[src/rtl/irac_pkg.sv]
/*
  package for the ir ambient adc configuration block: register offsets,
  field positions, reset values, timing figures and the bus carrier types.
  assumes a 32-bit axi4-lite register bus and a 100 MHz system clock.
*/
package irac_pkg;

  // ==========================================================
  // register map (byte addresses, one word each)
  // ==========================================================
  localparam logic [7:0] IRAC_IDX_SCALE = 8'h1e; // ir_integration_scale_param index
  localparam logic [7:0] IRAC_IDX_OPTIONS = 8'h1f; // ir_conversion_options_param index
  localparam logic [7:0] IRAC_IDX_RECOVERY = 8'h1d; // recovery period index
  localparam logic [7:0] IRAC_IDX_STATUS = 8'h20; // own status word index
  localparam logic [9:0] IRAC_ADDR_SCALE = {IRAC_IDX_SCALE, 2'h0};
  localparam logic [9:0] IRAC_ADDR_OPTIONS = {IRAC_IDX_OPTIONS, 2'h0};
  localparam logic [9:0] IRAC_ADDR_RECOVERY = {IRAC_IDX_RECOVERY, 2'h0};
  localparam logic [9:0] IRAC_ADDR_STATUS = {IRAC_IDX_STATUS, 2'h0};

  // ==========================================================
  // fields and reset values
  // ==========================================================
  localparam int IRAC_SCALE_W = 3; // integration scale field width
  localparam logic [7:0] IRAC_SCALE_MASK = 8'h07; // bits 2:0 writable
  localparam logic [7:0] IRAC_SCALE_RST = 8'h00; // divide by one
  localparam int IRAC_RANGE_BIT = 5; // high range select position
  localparam logic [7:0] IRAC_OPT_RANGE_MASK = 8'h20; // range select bit
  localparam logic [7:0] IRAC_OPT_RST = 8'h00; // reserved fields kept as zero
  localparam logic [7:0] IRAC_REC_MASK = 8'h70; // recovery field bits 6:4
  localparam logic [7:0] IRAC_REC_RST = 8'h70; // recovery reset value
  localparam int IRAC_REC_LSB = 4; // recovery field lsb
  localparam logic [3:0] IRAC_SEQ_REV_A03 = 4'h3; // first revision with the scale parameter

  // ==========================================================
  // timing
  // ==========================================================
  localparam int IRAC_CLK_MHZ = 100; // system clock rate
  localparam int IRAC_ADC_CLK_NS = 50; // base adc clock period
  localparam int IRAC_ADC_DIV = (IRAC_ADC_CLK_NS * IRAC_CLK_MHZ + 999) / 1000; // cycles per adc clock, rounded up

  // ==========================================================
  // axi responses and carriers
  // ==========================================================
  localparam logic [1:0] IRAC_RESP_OKAY = 2'h0;
  localparam logic [1:0] IRAC_RESP_SLVERR = 2'h2;

  typedef struct packed {
    logic [9:0] addr;
    logic [31:0] data;
    logic [3:0] strb;
  } irac_wreq_type;

  typedef enum logic [1:0] {
    IRAC_IDLE,
    IRAC_RECOVER,
    IRAC_INTEGRATE
  } irac_phase_type;

endpackage

[src/rtl/irac_top.sv]
/*
  ir ambient adc configuration block: axi4-lite register slave holding the
  ir integration scale, conversion options and recovery period, a conversion
  pacer and an open-drain interrupt pin driver.
  assumes a single 100 MHz clock, synchronous reset, and an external pull-up
  on the interrupt line.
*/
//
// Overview of operation
// integration time grows by two to scale
// scale codes 0..7, factor up to 128
// scale exists from sequencer revision A03 on
// scale resets to zero, divide by one
// bit 5 selects high range, gain/14.5
// host keeps reserved option bits unchanged
// interrupt pin open-drain, low or released
// interrupt pin held high during power-up
// host sets recovery to complement of scale
`timescale 1ns/10ps
module irac_top import irac_pkg::*; #(
  parameter logic [3:0] SEQ_REV = IRAC_SEQ_REV_A03,
  parameter int CNT_W = 24
) (
  input wire logic i_clk_sys,
  input wire logic i_reset,
  input wire logic [9:0] i_s_axi_awaddr,
  input wire logic i_s_axi_awvalid,
  output logic o_s_axi_awready,
  input wire logic [31:0] i_s_axi_wdata,
  input wire logic [3:0] i_s_axi_wstrb,
  input wire logic i_s_axi_wvalid,
  output logic o_s_axi_wready,
  output logic [1:0] o_s_axi_bresp,
  output logic o_s_axi_bvalid,
  input wire logic i_s_axi_bready,
  input wire logic [9:0] i_s_axi_araddr,
  input wire logic i_s_axi_arvalid,
  output logic o_s_axi_arready,
  output logic [31:0] o_s_axi_rdata,
  output logic [1:0] o_s_axi_rresp,
  output logic o_s_axi_rvalid,
  input wire logic i_s_axi_rready,
  input wire logic i_event,
  input wire logic i_int_pin,
  output logic o_int_pin,
  output logic o_int_pin_oe_n,
  output logic o_high_range,
  output logic [IRAC_SCALE_W-1:0] o_scale,
  output logic o_conv_busy,
  output logic o_conv_done,
  output logic o_low_power_ok
);

  // ==========================================================
  // state
  // ==========================================================
  // every register of the block outside the pacer lives in this one struct
  typedef struct packed {
    logic aw_have; // write address held
    irac_wreq_type wreq; // captured write request
    logic w_have; // write data held
    logic bvalid; // write response pending
    logic [1:0] bresp; // write response code
    logic rvalid; // read data pending
    logic [31:0] rdata; // read data
    logic [1:0] rresp; // read response code
    logic [7:0] scale; // ir_integration_scale_param
    logic [7:0] options; // ir_conversion_options_param
    logic [7:0] recovery; // recovery period parameter
    logic conv_pend; // conversion request waiting
    logic int_low; // interrupt pin pulled low
    logic [1:0] pin_sync; // interrupt pin synchroniser
    logic pwrup_done; // power-up window closed
    logic [1:0] pwrup_age; // edges since reset, lets the synchroniser fill
    logic low_power_ok; // pin stayed high through power-up
  } irac_regs_type;

  irac_regs_type s_q;
  irac_regs_type s_d;
  logic t_busy; // timer running
  logic t_done; // conversion finished pulse
  logic t_start; // start a conversion
  logic scale_present; // scale parameter implemented on this revision
  logic [9:0] waddr; // effective write address
  logic [31:0] wdata; // effective write data
  // the pin is trusted only once both synchroniser stages hold real samples
  localparam logic [1:0] PWRUP_SETTLE = 2'h2;

  // scale parameter only exists from revision A03 onward
  assign scale_present = (SEQ_REV >= IRAC_SEQ_REV_A03);
  // a request made while the pacer runs waits until it is idle
  assign t_start = s_q.conv_pend && !t_busy;
  // commit uses the held copy, so the bus may move on meanwhile
  assign waddr = s_q.wreq.addr;
  assign wdata = s_q.wreq.data;

  // ==========================================================
  // conversion pacer
  // ==========================================================
  irac_conv_timer #(
    .SCALE_W(IRAC_SCALE_W),
    .CNT_W(CNT_W)
  ) u_timer (
    .i_clk_sys(i_clk_sys),
    .i_reset(i_reset),
    .i_start(t_start),
    .i_scale(s_q.scale[IRAC_SCALE_W-1:0]),
    .i_recovery(s_q.recovery[IRAC_REC_LSB +: 3]),
    .o_busy(t_busy),
    .o_recovering(),
    .o_done(t_done)
  );

  // ==========================================================
  // next state
  // ==========================================================
  always_comb begin
    // by default every register holds its value
    s_d = s_q;
    // take address and data independently, in either order
    if (i_s_axi_awvalid && !s_q.aw_have && !s_q.bvalid) begin
      s_d.aw_have = 1'b1;
      s_d.wreq.addr = i_s_axi_awaddr;
    end
    if (i_s_axi_wvalid && !s_q.w_have && !s_q.bvalid) begin
      s_d.w_have = 1'b1;
      s_d.wreq.data = i_s_axi_wdata;
      s_d.wreq.strb = i_s_axi_wstrb;
    end
    // commit once both halves are held
    if (s_q.aw_have && s_q.w_have) begin
      s_d.aw_have = 1'b0;
      s_d.w_have = 1'b0;
      s_d.bvalid = 1'b1;
      s_d.bresp = IRAC_RESP_OKAY;
      if (!s_q.wreq.strb[0]) begin
        // no low byte lane, nothing to store
      end else if (waddr == IRAC_ADDR_SCALE && scale_present) begin
        // only bits 2:0 hold; codes 0..7 give divide 1..128
        s_d.scale = wdata[7:0] & IRAC_SCALE_MASK;
      end else if (waddr == IRAC_ADDR_OPTIONS) begin
        // reserved bits are stored as written; host must preserve them
        s_d.options = wdata[7:0];
      end else if (waddr == IRAC_ADDR_RECOVERY) begin
        s_d.recovery = wdata[7:0] & IRAC_REC_MASK;
      end else if (waddr == IRAC_ADDR_STATUS) begin
        // writing bit 0 queues a conversion, bit 1 releases the pin
        if (wdata[0]) begin
          s_d.conv_pend = 1'b1;
        end
        if (wdata[1]) begin
          s_d.int_low = 1'b0;
        end
      end else begin
        // unmapped place: answer with an error, store nothing
        s_d.bresp = IRAC_RESP_SLVERR;
      end
    end
    // the response stands until the host takes it
    if (s_q.bvalid && i_s_axi_bready) begin
      s_d.bvalid = 1'b0;
    end
    // read channel: one read outstanding
    if (i_s_axi_arvalid && !s_q.rvalid) begin
      s_d.rvalid = 1'b1;
      s_d.rresp = IRAC_RESP_OKAY;
      s_d.rdata = '0;
      if (i_s_axi_araddr == IRAC_ADDR_SCALE && scale_present) begin
        s_d.rdata[7:0] = s_q.scale;
      end else if (i_s_axi_araddr == IRAC_ADDR_OPTIONS) begin
        s_d.rdata[7:0] = s_q.options;
      end else if (i_s_axi_araddr == IRAC_ADDR_RECOVERY) begin
        s_d.rdata[7:0] = s_q.recovery;
      end else if (i_s_axi_araddr == IRAC_ADDR_STATUS) begin
        // status packs the pin and pacer flags
        s_d.rdata[3:0] = {s_q.low_power_ok, s_q.int_low, t_busy, s_q.conv_pend};
      end else begin
        // unmapped place reads as zero with an error
        s_d.rresp = IRAC_RESP_SLVERR;
      end
    end else if (s_q.rvalid && i_s_axi_rready) begin
      // read data stands until taken
      s_d.rvalid = 1'b0;
    end
    // conversion hand-off to the pacer
    if (t_start) begin
      s_d.conv_pend = 1'b0;
    end
    // event wins over a release in the same cycle
    if (t_done || i_event) begin
      s_d.int_low = 1'b1;
    end
    // power-up check: wait until the synchroniser holds real pin samples,
    // so its reload value after reset never passes for a high line
    s_d.pin_sync = {s_q.pin_sync[0], i_int_pin};
    if (!s_q.pwrup_done && s_q.pwrup_age != PWRUP_SETTLE) begin
      s_d.pwrup_age = s_q.pwrup_age + 2'h1;
    end else if (!s_q.pwrup_done) begin
      s_d.pwrup_done = 1'b1;
      s_d.low_power_ok = s_q.pin_sync[1];
    end
  end

  // register the whole state; the pin synchroniser settles two edges in
  // the synchroniser reloads high, the power-up verdict waits it out
  always_ff @(posedge i_clk_sys) begin
    if (i_reset) begin
      s_q <= '0;
      s_q.scale <= IRAC_SCALE_RST;
      s_q.options <= IRAC_OPT_RST;
      s_q.recovery <= IRAC_REC_RST;
      s_q.pin_sync <= 2'h3;
    end else begin
      s_q <= s_d;
    end
  end

  // ==========================================================
  // outputs
  // ==========================================================
  // readys drop while a half is held or an answer waits
  assign o_s_axi_awready = !s_q.aw_have && !s_q.bvalid;
  assign o_s_axi_wready = !s_q.w_have && !s_q.bvalid;
  // answers come straight from flops
  assign o_s_axi_bvalid = s_q.bvalid;
  assign o_s_axi_bresp = s_q.bresp;
  assign o_s_axi_arready = !s_q.rvalid;
  assign o_s_axi_rvalid = s_q.rvalid;
  assign o_s_axi_rdata = s_q.rdata;
  assign o_s_axi_rresp = s_q.rresp;
  // open drain: data always low, enable active low pulls the line
  assign o_int_pin = 1'b0;
  assign o_int_pin_oe_n = !s_q.int_low;
  // configuration fields to the measurement path
  assign o_high_range = s_q.options[IRAC_RANGE_BIT];
  assign o_scale = s_q.scale[IRAC_SCALE_W-1:0];
  // pacer status
  assign o_conv_busy = t_busy;
  assign o_conv_done = t_done;
  assign o_low_power_ok = s_q.low_power_ok;

  // ==========================================================
  // checks
  // ==========================================================
  a_scale_reset_zero: assert property (@(posedge i_clk_sys) i_reset |=> o_scale == '0)
    else $error("scale not zero after reset");
  a_scale_write_lands: assert property (@(posedge i_clk_sys) disable iff (i_reset)
    (s_q.aw_have && s_q.w_have && s_q.wreq.strb[0] && waddr == IRAC_ADDR_SCALE && scale_present)
    |=> o_scale == $past(wdata[2:0]))
    else $error("scale write not stored");
  a_range_write_lands: assert property (@(posedge i_clk_sys) disable iff (i_reset)
    (s_q.aw_have && s_q.w_have && s_q.wreq.strb[0] && waddr == IRAC_ADDR_OPTIONS)
    |=> o_high_range == $past(wdata[IRAC_RANGE_BIT]))
    else $error("range select not stored");
  a_pin_never_high: assert property (@(posedge i_clk_sys) o_int_pin == 1'b0)
    else $error("interrupt pin driven high");
  a_done_pulls_pin: assert property (@(posedge i_clk_sys) disable iff (i_reset)
    t_done |=> !o_int_pin_oe_n)
    else $error("finished conversion did not pull pin");
  a_conv_short_min: assert property (@(posedge i_clk_sys) disable iff (i_reset)
    $rose(t_busy) |-> t_busy [*2])
    else $error("conversion shorter than two cycles");
  a_scale_revision: assert property (@(posedge i_clk_sys) disable iff (i_reset)
    !scale_present |-> o_scale == '0)
    else $error("scale set on early revision");
  a_power_up_check: assert property (@(posedge i_clk_sys) disable iff (i_reset)
    $rose(s_q.pwrup_done) |-> o_low_power_ok == $past(s_q.pin_sync[1]))
    else $error("power-up pin level not captured");

  // ==========================================================
  // bus, pacer, field and pin checks
  // ==========================================================
  // a held address and data pair is answered on the next edge
  a_write_answers: assert property (@(posedge i_clk_sys) disable iff (i_reset)
    (s_q.aw_have && s_q.w_have) |=> o_s_axi_bvalid)
    else $error("write not answered");
  // an accepted read address returns data one edge later
  a_read_answers: assert property (@(posedge i_clk_sys) disable iff (i_reset)
    (i_s_axi_arvalid && o_s_axi_arready) |=> o_s_axi_rvalid)
    else $error("read not answered");
  // a queued request must reach the pacer, or conversions stall
  a_start_runs: assert property (@(posedge i_clk_sys) disable iff (i_reset)
    t_start |=> t_busy && !s_q.conv_pend)
    else $error("queued conversion did not start");
  // reserved scale bits never hold a one, whatever the host wrote
  a_scale_upper_zero: assert property (@(posedge i_clk_sys) disable iff (i_reset)
    s_q.scale[7:IRAC_SCALE_W] == '0)
    else $error("reserved scale bits set");
  // recovery keeps only its three-bit field
  a_recovery_field: assert property (@(posedge i_clk_sys) disable iff (i_reset)
    (s_q.recovery & ~IRAC_REC_MASK) == 8'h00)
    else $error("recovery bits outside field set");
  // an event sinks the line on the next edge, even against a release
  a_event_pulls_pin: assert property (@(posedge i_clk_sys) disable iff (i_reset)
    i_event |=> !o_int_pin_oe_n)
    else $error("event did not pull pin");
  // the line is let go through reset so the pull-up can win at power-up
  a_reset_releases: assert property (@(posedge i_clk_sys)
    i_reset |=> o_int_pin_oe_n)
    else $error("pin sunk after reset");
  // the power-up verdict waits for two synchronised pin samples
  a_power_up_settle: assert property (@(posedge i_clk_sys) disable iff (i_reset)
    $rose(s_q.pwrup_done) |-> $past(s_q.pwrup_age) == PWRUP_SETTLE)
    else $error("power-up verdict taken too early");

endmodule

[src/rtl/irac_conv_timer.sv]
/*
  conversion timer: paces one ir ambient conversion as a recovery period
  followed by an integration window, both stretched by 2^scale adc clocks.
  assumes configuration stays steady or is sampled at each start.
*/
`timescale 1ns/10ps
module irac_conv_timer import irac_pkg::*; #(
  parameter int SCALE_W = IRAC_SCALE_W,
  parameter int CNT_W = 24
) (
  input wire logic i_clk_sys,
  input wire logic i_reset,
  input wire logic i_start,
  input wire logic [SCALE_W-1:0] i_scale,
  input wire logic [2:0] i_recovery,
  output logic o_busy,
  output logic o_recovering,
  output logic o_done
);

  // ==========================================================
  // state
  // ==========================================================
  typedef struct packed {
    irac_phase_type phase; // current conversion phase
    logic [CNT_W-1:0] cnt; // cycles left in phase
    logic [SCALE_W-1:0] scale; // scale captured at start
    logic done; // one-cycle end marker
  } irac_tmr_type;

  irac_tmr_type s_q;
  irac_tmr_type s_d;

  // cycles for n adc clocks stretched by 2^scale
  function automatic logic [CNT_W-1:0] stretch(input logic [CNT_W-1:0] n, input logic [SCALE_W-1:0] sc);
    logic [CNT_W-1:0] base;
    base = n * CNT_W'(IRAC_ADC_DIV);
    return base << sc;
  endfunction

  // ==========================================================
  // next state
  // ==========================================================
  always_comb begin
    s_d = s_q;
    s_d.done = 1'b0;
    unique case (s_q.phase)
      IRAC_IDLE: begin
        if (i_start) begin
          // recovery is 2^(code+2)-1 adc clocks, code 0 meaning one
          s_d.phase = IRAC_RECOVER;
          s_d.scale = i_scale;
          // sum widened to four bits, else codes 6 and 7 wrap to short counts
          s_d.cnt = stretch((i_recovery == 3'h0) ? CNT_W'(1) : ((CNT_W'(1) << (4'(i_recovery) + 4'h2)) - CNT_W'(1)),
                            i_scale) - CNT_W'(1);
        end
      end
      IRAC_RECOVER: begin
        if (s_q.cnt == '0) begin
          // integration window lengthened by 2^scale
          s_d.phase = IRAC_INTEGRATE;
          s_d.cnt = stretch(CNT_W'(1), s_q.scale) - CNT_W'(1);
        end else begin
          s_d.cnt = s_q.cnt - CNT_W'(1);
        end
      end
      IRAC_INTEGRATE: begin
        if (s_q.cnt == '0) begin
          s_d.phase = IRAC_IDLE;
          s_d.done = 1'b1;
        end else begin
          s_d.cnt = s_q.cnt - CNT_W'(1);
        end
      end
    endcase
  end

  // register the whole state
  always_ff @(posedge i_clk_sys) begin
    if (i_reset) begin
      s_q <= '{phase: IRAC_IDLE, cnt: '0, scale: '0, done: 1'b0};
    end else begin
      s_q <= s_d;
    end
  end

  assign o_busy = (s_q.phase != IRAC_IDLE);
  assign o_recovering = (s_q.phase == IRAC_RECOVER);
  assign o_done = s_q.done;

endmodule

[config.mk]
export PLATFORM = sky130hd
export DESIGN_NAME = irac_top
export DESIGN_NICKNAME = d
export VERILOG_FILES = /design/src/rtl/irac_pkg.sv /design/src/rtl/irac_top.sv /design/src/rtl/irac_conv_timer.sv
export SDC_FILE = /design/constraint.sdc
export NUM_CORES = 1
export LEC_CHECK = 0
export ABC_AREA = 1
export BUFFER_PORTS_ARGS = -buffer_cell sky130_fd_sc_hd__buf_4
export CAP_MARGIN = 5
export CORE_ASPECT_RATIO = 1.2
export CORE_MARGIN = 2
export CORE_UTILIZATION = 59
export DETAILED_ROUTE_END_ITERATION = 8
export PLACE_DENSITY = 0.82
export SKIP_LAST_GASP = 1
export SYNTH_ARGS = -nofsm -noshare
export SYNTH_HDL_FRONTEND = slang
export SYNTH_SLANG_ARGS = --single-unit
export TNS_END_PERCENT = 1
[constraint.sdc]
create_clock -name i_clk_sys -period 6 [get_ports i_clk_sys]
set_input_delay 1.5 -clock i_clk_sys [delete_from_list [all_inputs] [get_ports i_clk_sys]]
set_output_delay 1.5 -clock i_clk_sys [all_outputs]
set_load 0.01 [all_outputs]
==> results.yml <==
routing:
  vias_per_cell: 5.46
  routed_wl_mm: 19.2
  drt-initial-drc-count: 708
  antenna_left: 0
  dr.pass1.iters: 7
  vias: 8223
  wire_per_inst_um: 12.8
  drc: 0
yosys:
  ys_warn_count: 0
  ys_types: 46
  syn_inst: 1303
  ys.flop_type: "dfxtp_1"
  netlist_area_um2: 7920
  synth_edf_count: 0
  ys_seq_area_share_pct: 21.5
  ys_seq_elements: 85
  synthArstFlopShare_pct: 0
  syn_avg_cell_area_um2: 6.08
sta:
  setup_viol: 0
  timing.setup.tns_ns: 0
  holdWs_ns: 0.426
  clock_skew_ns: 0.00875
  fin_crit_sh_pct: 89.3
  max_freq_mhz: 187
  max_slew_margin_pct: 26.2
  finalMaxSlewViolations: 0
  rsz0062_at_grt: "false"
  worst_pin_slew_ns: 1.10
  final-hold-violation-count: 0
  period_needed_ns: 5.36
floorplanning:
  design.die.area_um2: 14400
  start_util_pct: 60.1
  design.core.area_um2: 13200
  fp-row-count: 46
  die_y_um: 131
  io_pins: 115
  die_w_um: 110
flow_run:
  drv_cap: 0
global_route:
  grt_first_pass_wirelength_mm: 31.3
  grt_overflow: 0
  grt_max_degree: 52
  grt_pass1_vias: 7026
  grt_usage_pct: 26.5
  antenna_found_initial: 0
finish:
  final_nets: 1450
  design_area_um2: 8570
  area_growth_pct: 8.15
  antenna_cells: 0
  drive_gt1_share_pct: 9.50
  fillCellCount: 1275
place:
  port_buffers: 60
  dpl_cell_area_um2: 8280
  hpwl_mm: 14.8
  gp_congestion: 0.899
critical_path:
  regToRegSetupSlack_ns: 0.64
  slowest_stage: "dfxtp_1"
  critPathKind: "reg -> reg"
  rr_worst_depth: 32
  crit_fanout: 9
  max_stage_delay_ns: 0.45
  cp_data_arrival_time_ns: 5.59
  r2r_start: "s_q[14]"
  r2r-end: "u_timer.s_q[27]"
  start_kind: "flop"
  end_kind: "flop"
  worst_path_most_repeated_cell: "nand2_1"
  worstPathRequired_ns: 6.24
pwr:
  power_density_nw_per_um2: 154
  p_leak_nw: 4.18
  irDropWorstVdd_mv: 0.167
cts:
  cts_max_path_buffers: 2
  htreeDepth: 3
  cts.clk_slew.worst_paths_ns: 0.07
  clkLatencyLatePin_ns: 0.35
  cts_setup_buffers: 0
  clock_sinks: 85
  cts_tree: "yes"
  cts-root-buf: "clkbuf_16"
  numCtsBuffers: 9
min_path:
  worstHoldEndpoint: "s_q[5]"
  hp-class: "reg -> reg"
  whs_path_depth: 1
  hold_path.startpoint: "s_d[5]"
run_status:
  outcome: "complete, no violations"
==> where the power goes <==
group | switching, mW | total, mW | internal (mW)
registers | 0.0151 | 0.607 | 0.592
clock network | 0.244 | 0.539 | 0.295
logic | 0.106 | 0.170 | 0.0650
==> flip-flops by register name, indices dropped and copies added (netlist names) <==
register / count
o_low_power_ok: 1
waddr: 10
o_s_axi_bvalid: 1
wdata: 8
o_s_axi_rdata: 8
o_s_axi_rvalid: 1
o_high_range: 1
o_scale: 3
s_d: 1
s_q: 19
o_s_axi_bresp: 1
u_timer.o_done: 1
u_timer.s_q: 29
o_s_axi_rresp: 1
==> critical path: cells and delay by family (launching register included) <==
| family | cells | cell delay, ns |
|---|---|---|
| adders and majority gates | 4 | 1.28 |
| buffers and inverters | 4 | 0.64 |
| and+or+nand+nor | 20 | 2.33 |
| AOI/OAI and AO/OA | 4 | 0.53 |
| DFF | 1 | 0.45 |
==> what timing repair did <==
item | CTS | global route
hold buffers | 0 | 0
resized for setup | 0 | 1
setup endpoints to repair | 0 | 1
==> cell type report <==
type                       count  area [um2]  area share, %
tap                          168         210           2.45
clock inverter                 6        46.3          0.540
multi-input combinational   1012        5280           61.6
timing repair buffer          66         495           5.78
sequential                    85        1700           19.9
clock buffer                  10         239           2.79
inverter                     158         596           6.95
==> cell families after synthesis <==
family                     Yosys count  synth area share, %
and+or+nand+nor                    683                 38.9
buffers and inverters              239                 13.5
AOI/OAI and AO/OA                  221                 15.3
DFF                                 85                 21.5
adders and majority gates           53                 8.46
xor gates and xnor gates            21                 2.32
other                                1               0.0473
==> cell usage in the layout, fill, tap and decap left out, types with 8 or more instances in the layout <==
master and instances:
ha_1 52, nor2_1 110, xor2_1 11, nand3_1 167
clkbuf_16 9, inv_1 154, a221oi_1 10, conb_1 34
nor3_1 36, nor4_1 10, a21oi_1 89, nand3_2 10
a31oi_1 12, o21ai_0 86, xnor2_1 10, nand2_2 8
nand4_1 16, nand2_1 299, buf_4 66, dfxtp_1 84
==> cell usage after synthesis, types with 8 or more instances <==
library cell / count / area (um2)
nand2_1: 299 / 1120
nand3_1: 167 / 836
inv_1: 154 / 578
nor2_1: 110 / 413
a21oi_1: 89 / 445
o21ai_0: 86 / 430
dfxtp_1: 85 / 1700
ha_1: 52 / 651
buf_4: 41 / 308
nor3_1: 36 / 180
clkbuf_1: 23 / 86.3
nand4_1: 16 / 100
a31oi_1: 12 / 75.1
xor2_1: 11 / 96.3
a221oi_1: 10 / 87.6
nand3_2: 10 / 100
nor4_1: 10 / 62.6
xnor2_1: 10 / 87.6
buf_1: 9 / 33.8
nand2_2: 8 / 50.1
==> through the flow <==
stage	setup WS [ns]	total power, mW	utilization (%)	cells
detailed placement	0.684	0.788	62.8	1489
global route	0.0598	1.37	65.0	1505
global placement	0.740	0.783	62.8	1489
floorplan	1.55	0.748	-	1336
finish	0.644	1.32	65.0	1505
CTS	0.657	1.32	65.0	1505
==> layer usage <==
metal / vias to the layer above / share of wire [%] / GRT usage (%)
met5: - / 0 / 0
met4: 0 / 1.9 / 7.89
met3: 35 / 3.8 / 3.67
met2: 195 / 48 / 45.4
met1: 3680 / 46 / 34.3
li1: 4313 / - / -
==> worst max-delay path by stage <==
stage	start	depth (start not counted)	endpoint	slack, ns
2_1_floorplan	s_q[13]	32	u_timer.s_q[27]	1.55
5_1_grt	s_q[14]	31	u_timer.s_q[27]	0.06
3_3_place_gp	s_q[13]	32	u_timer.s_q[27]	0.74
6_report	s_q[14]	32	u_timer.s_q[27]	0.64
4_1_cts	s_q[13]	32	u_timer.s_q[27]	0.66
3_5_place_dp	s_q[13]	32	u_timer.s_q[27]	0.68
(Power assumes the default switching activity.)
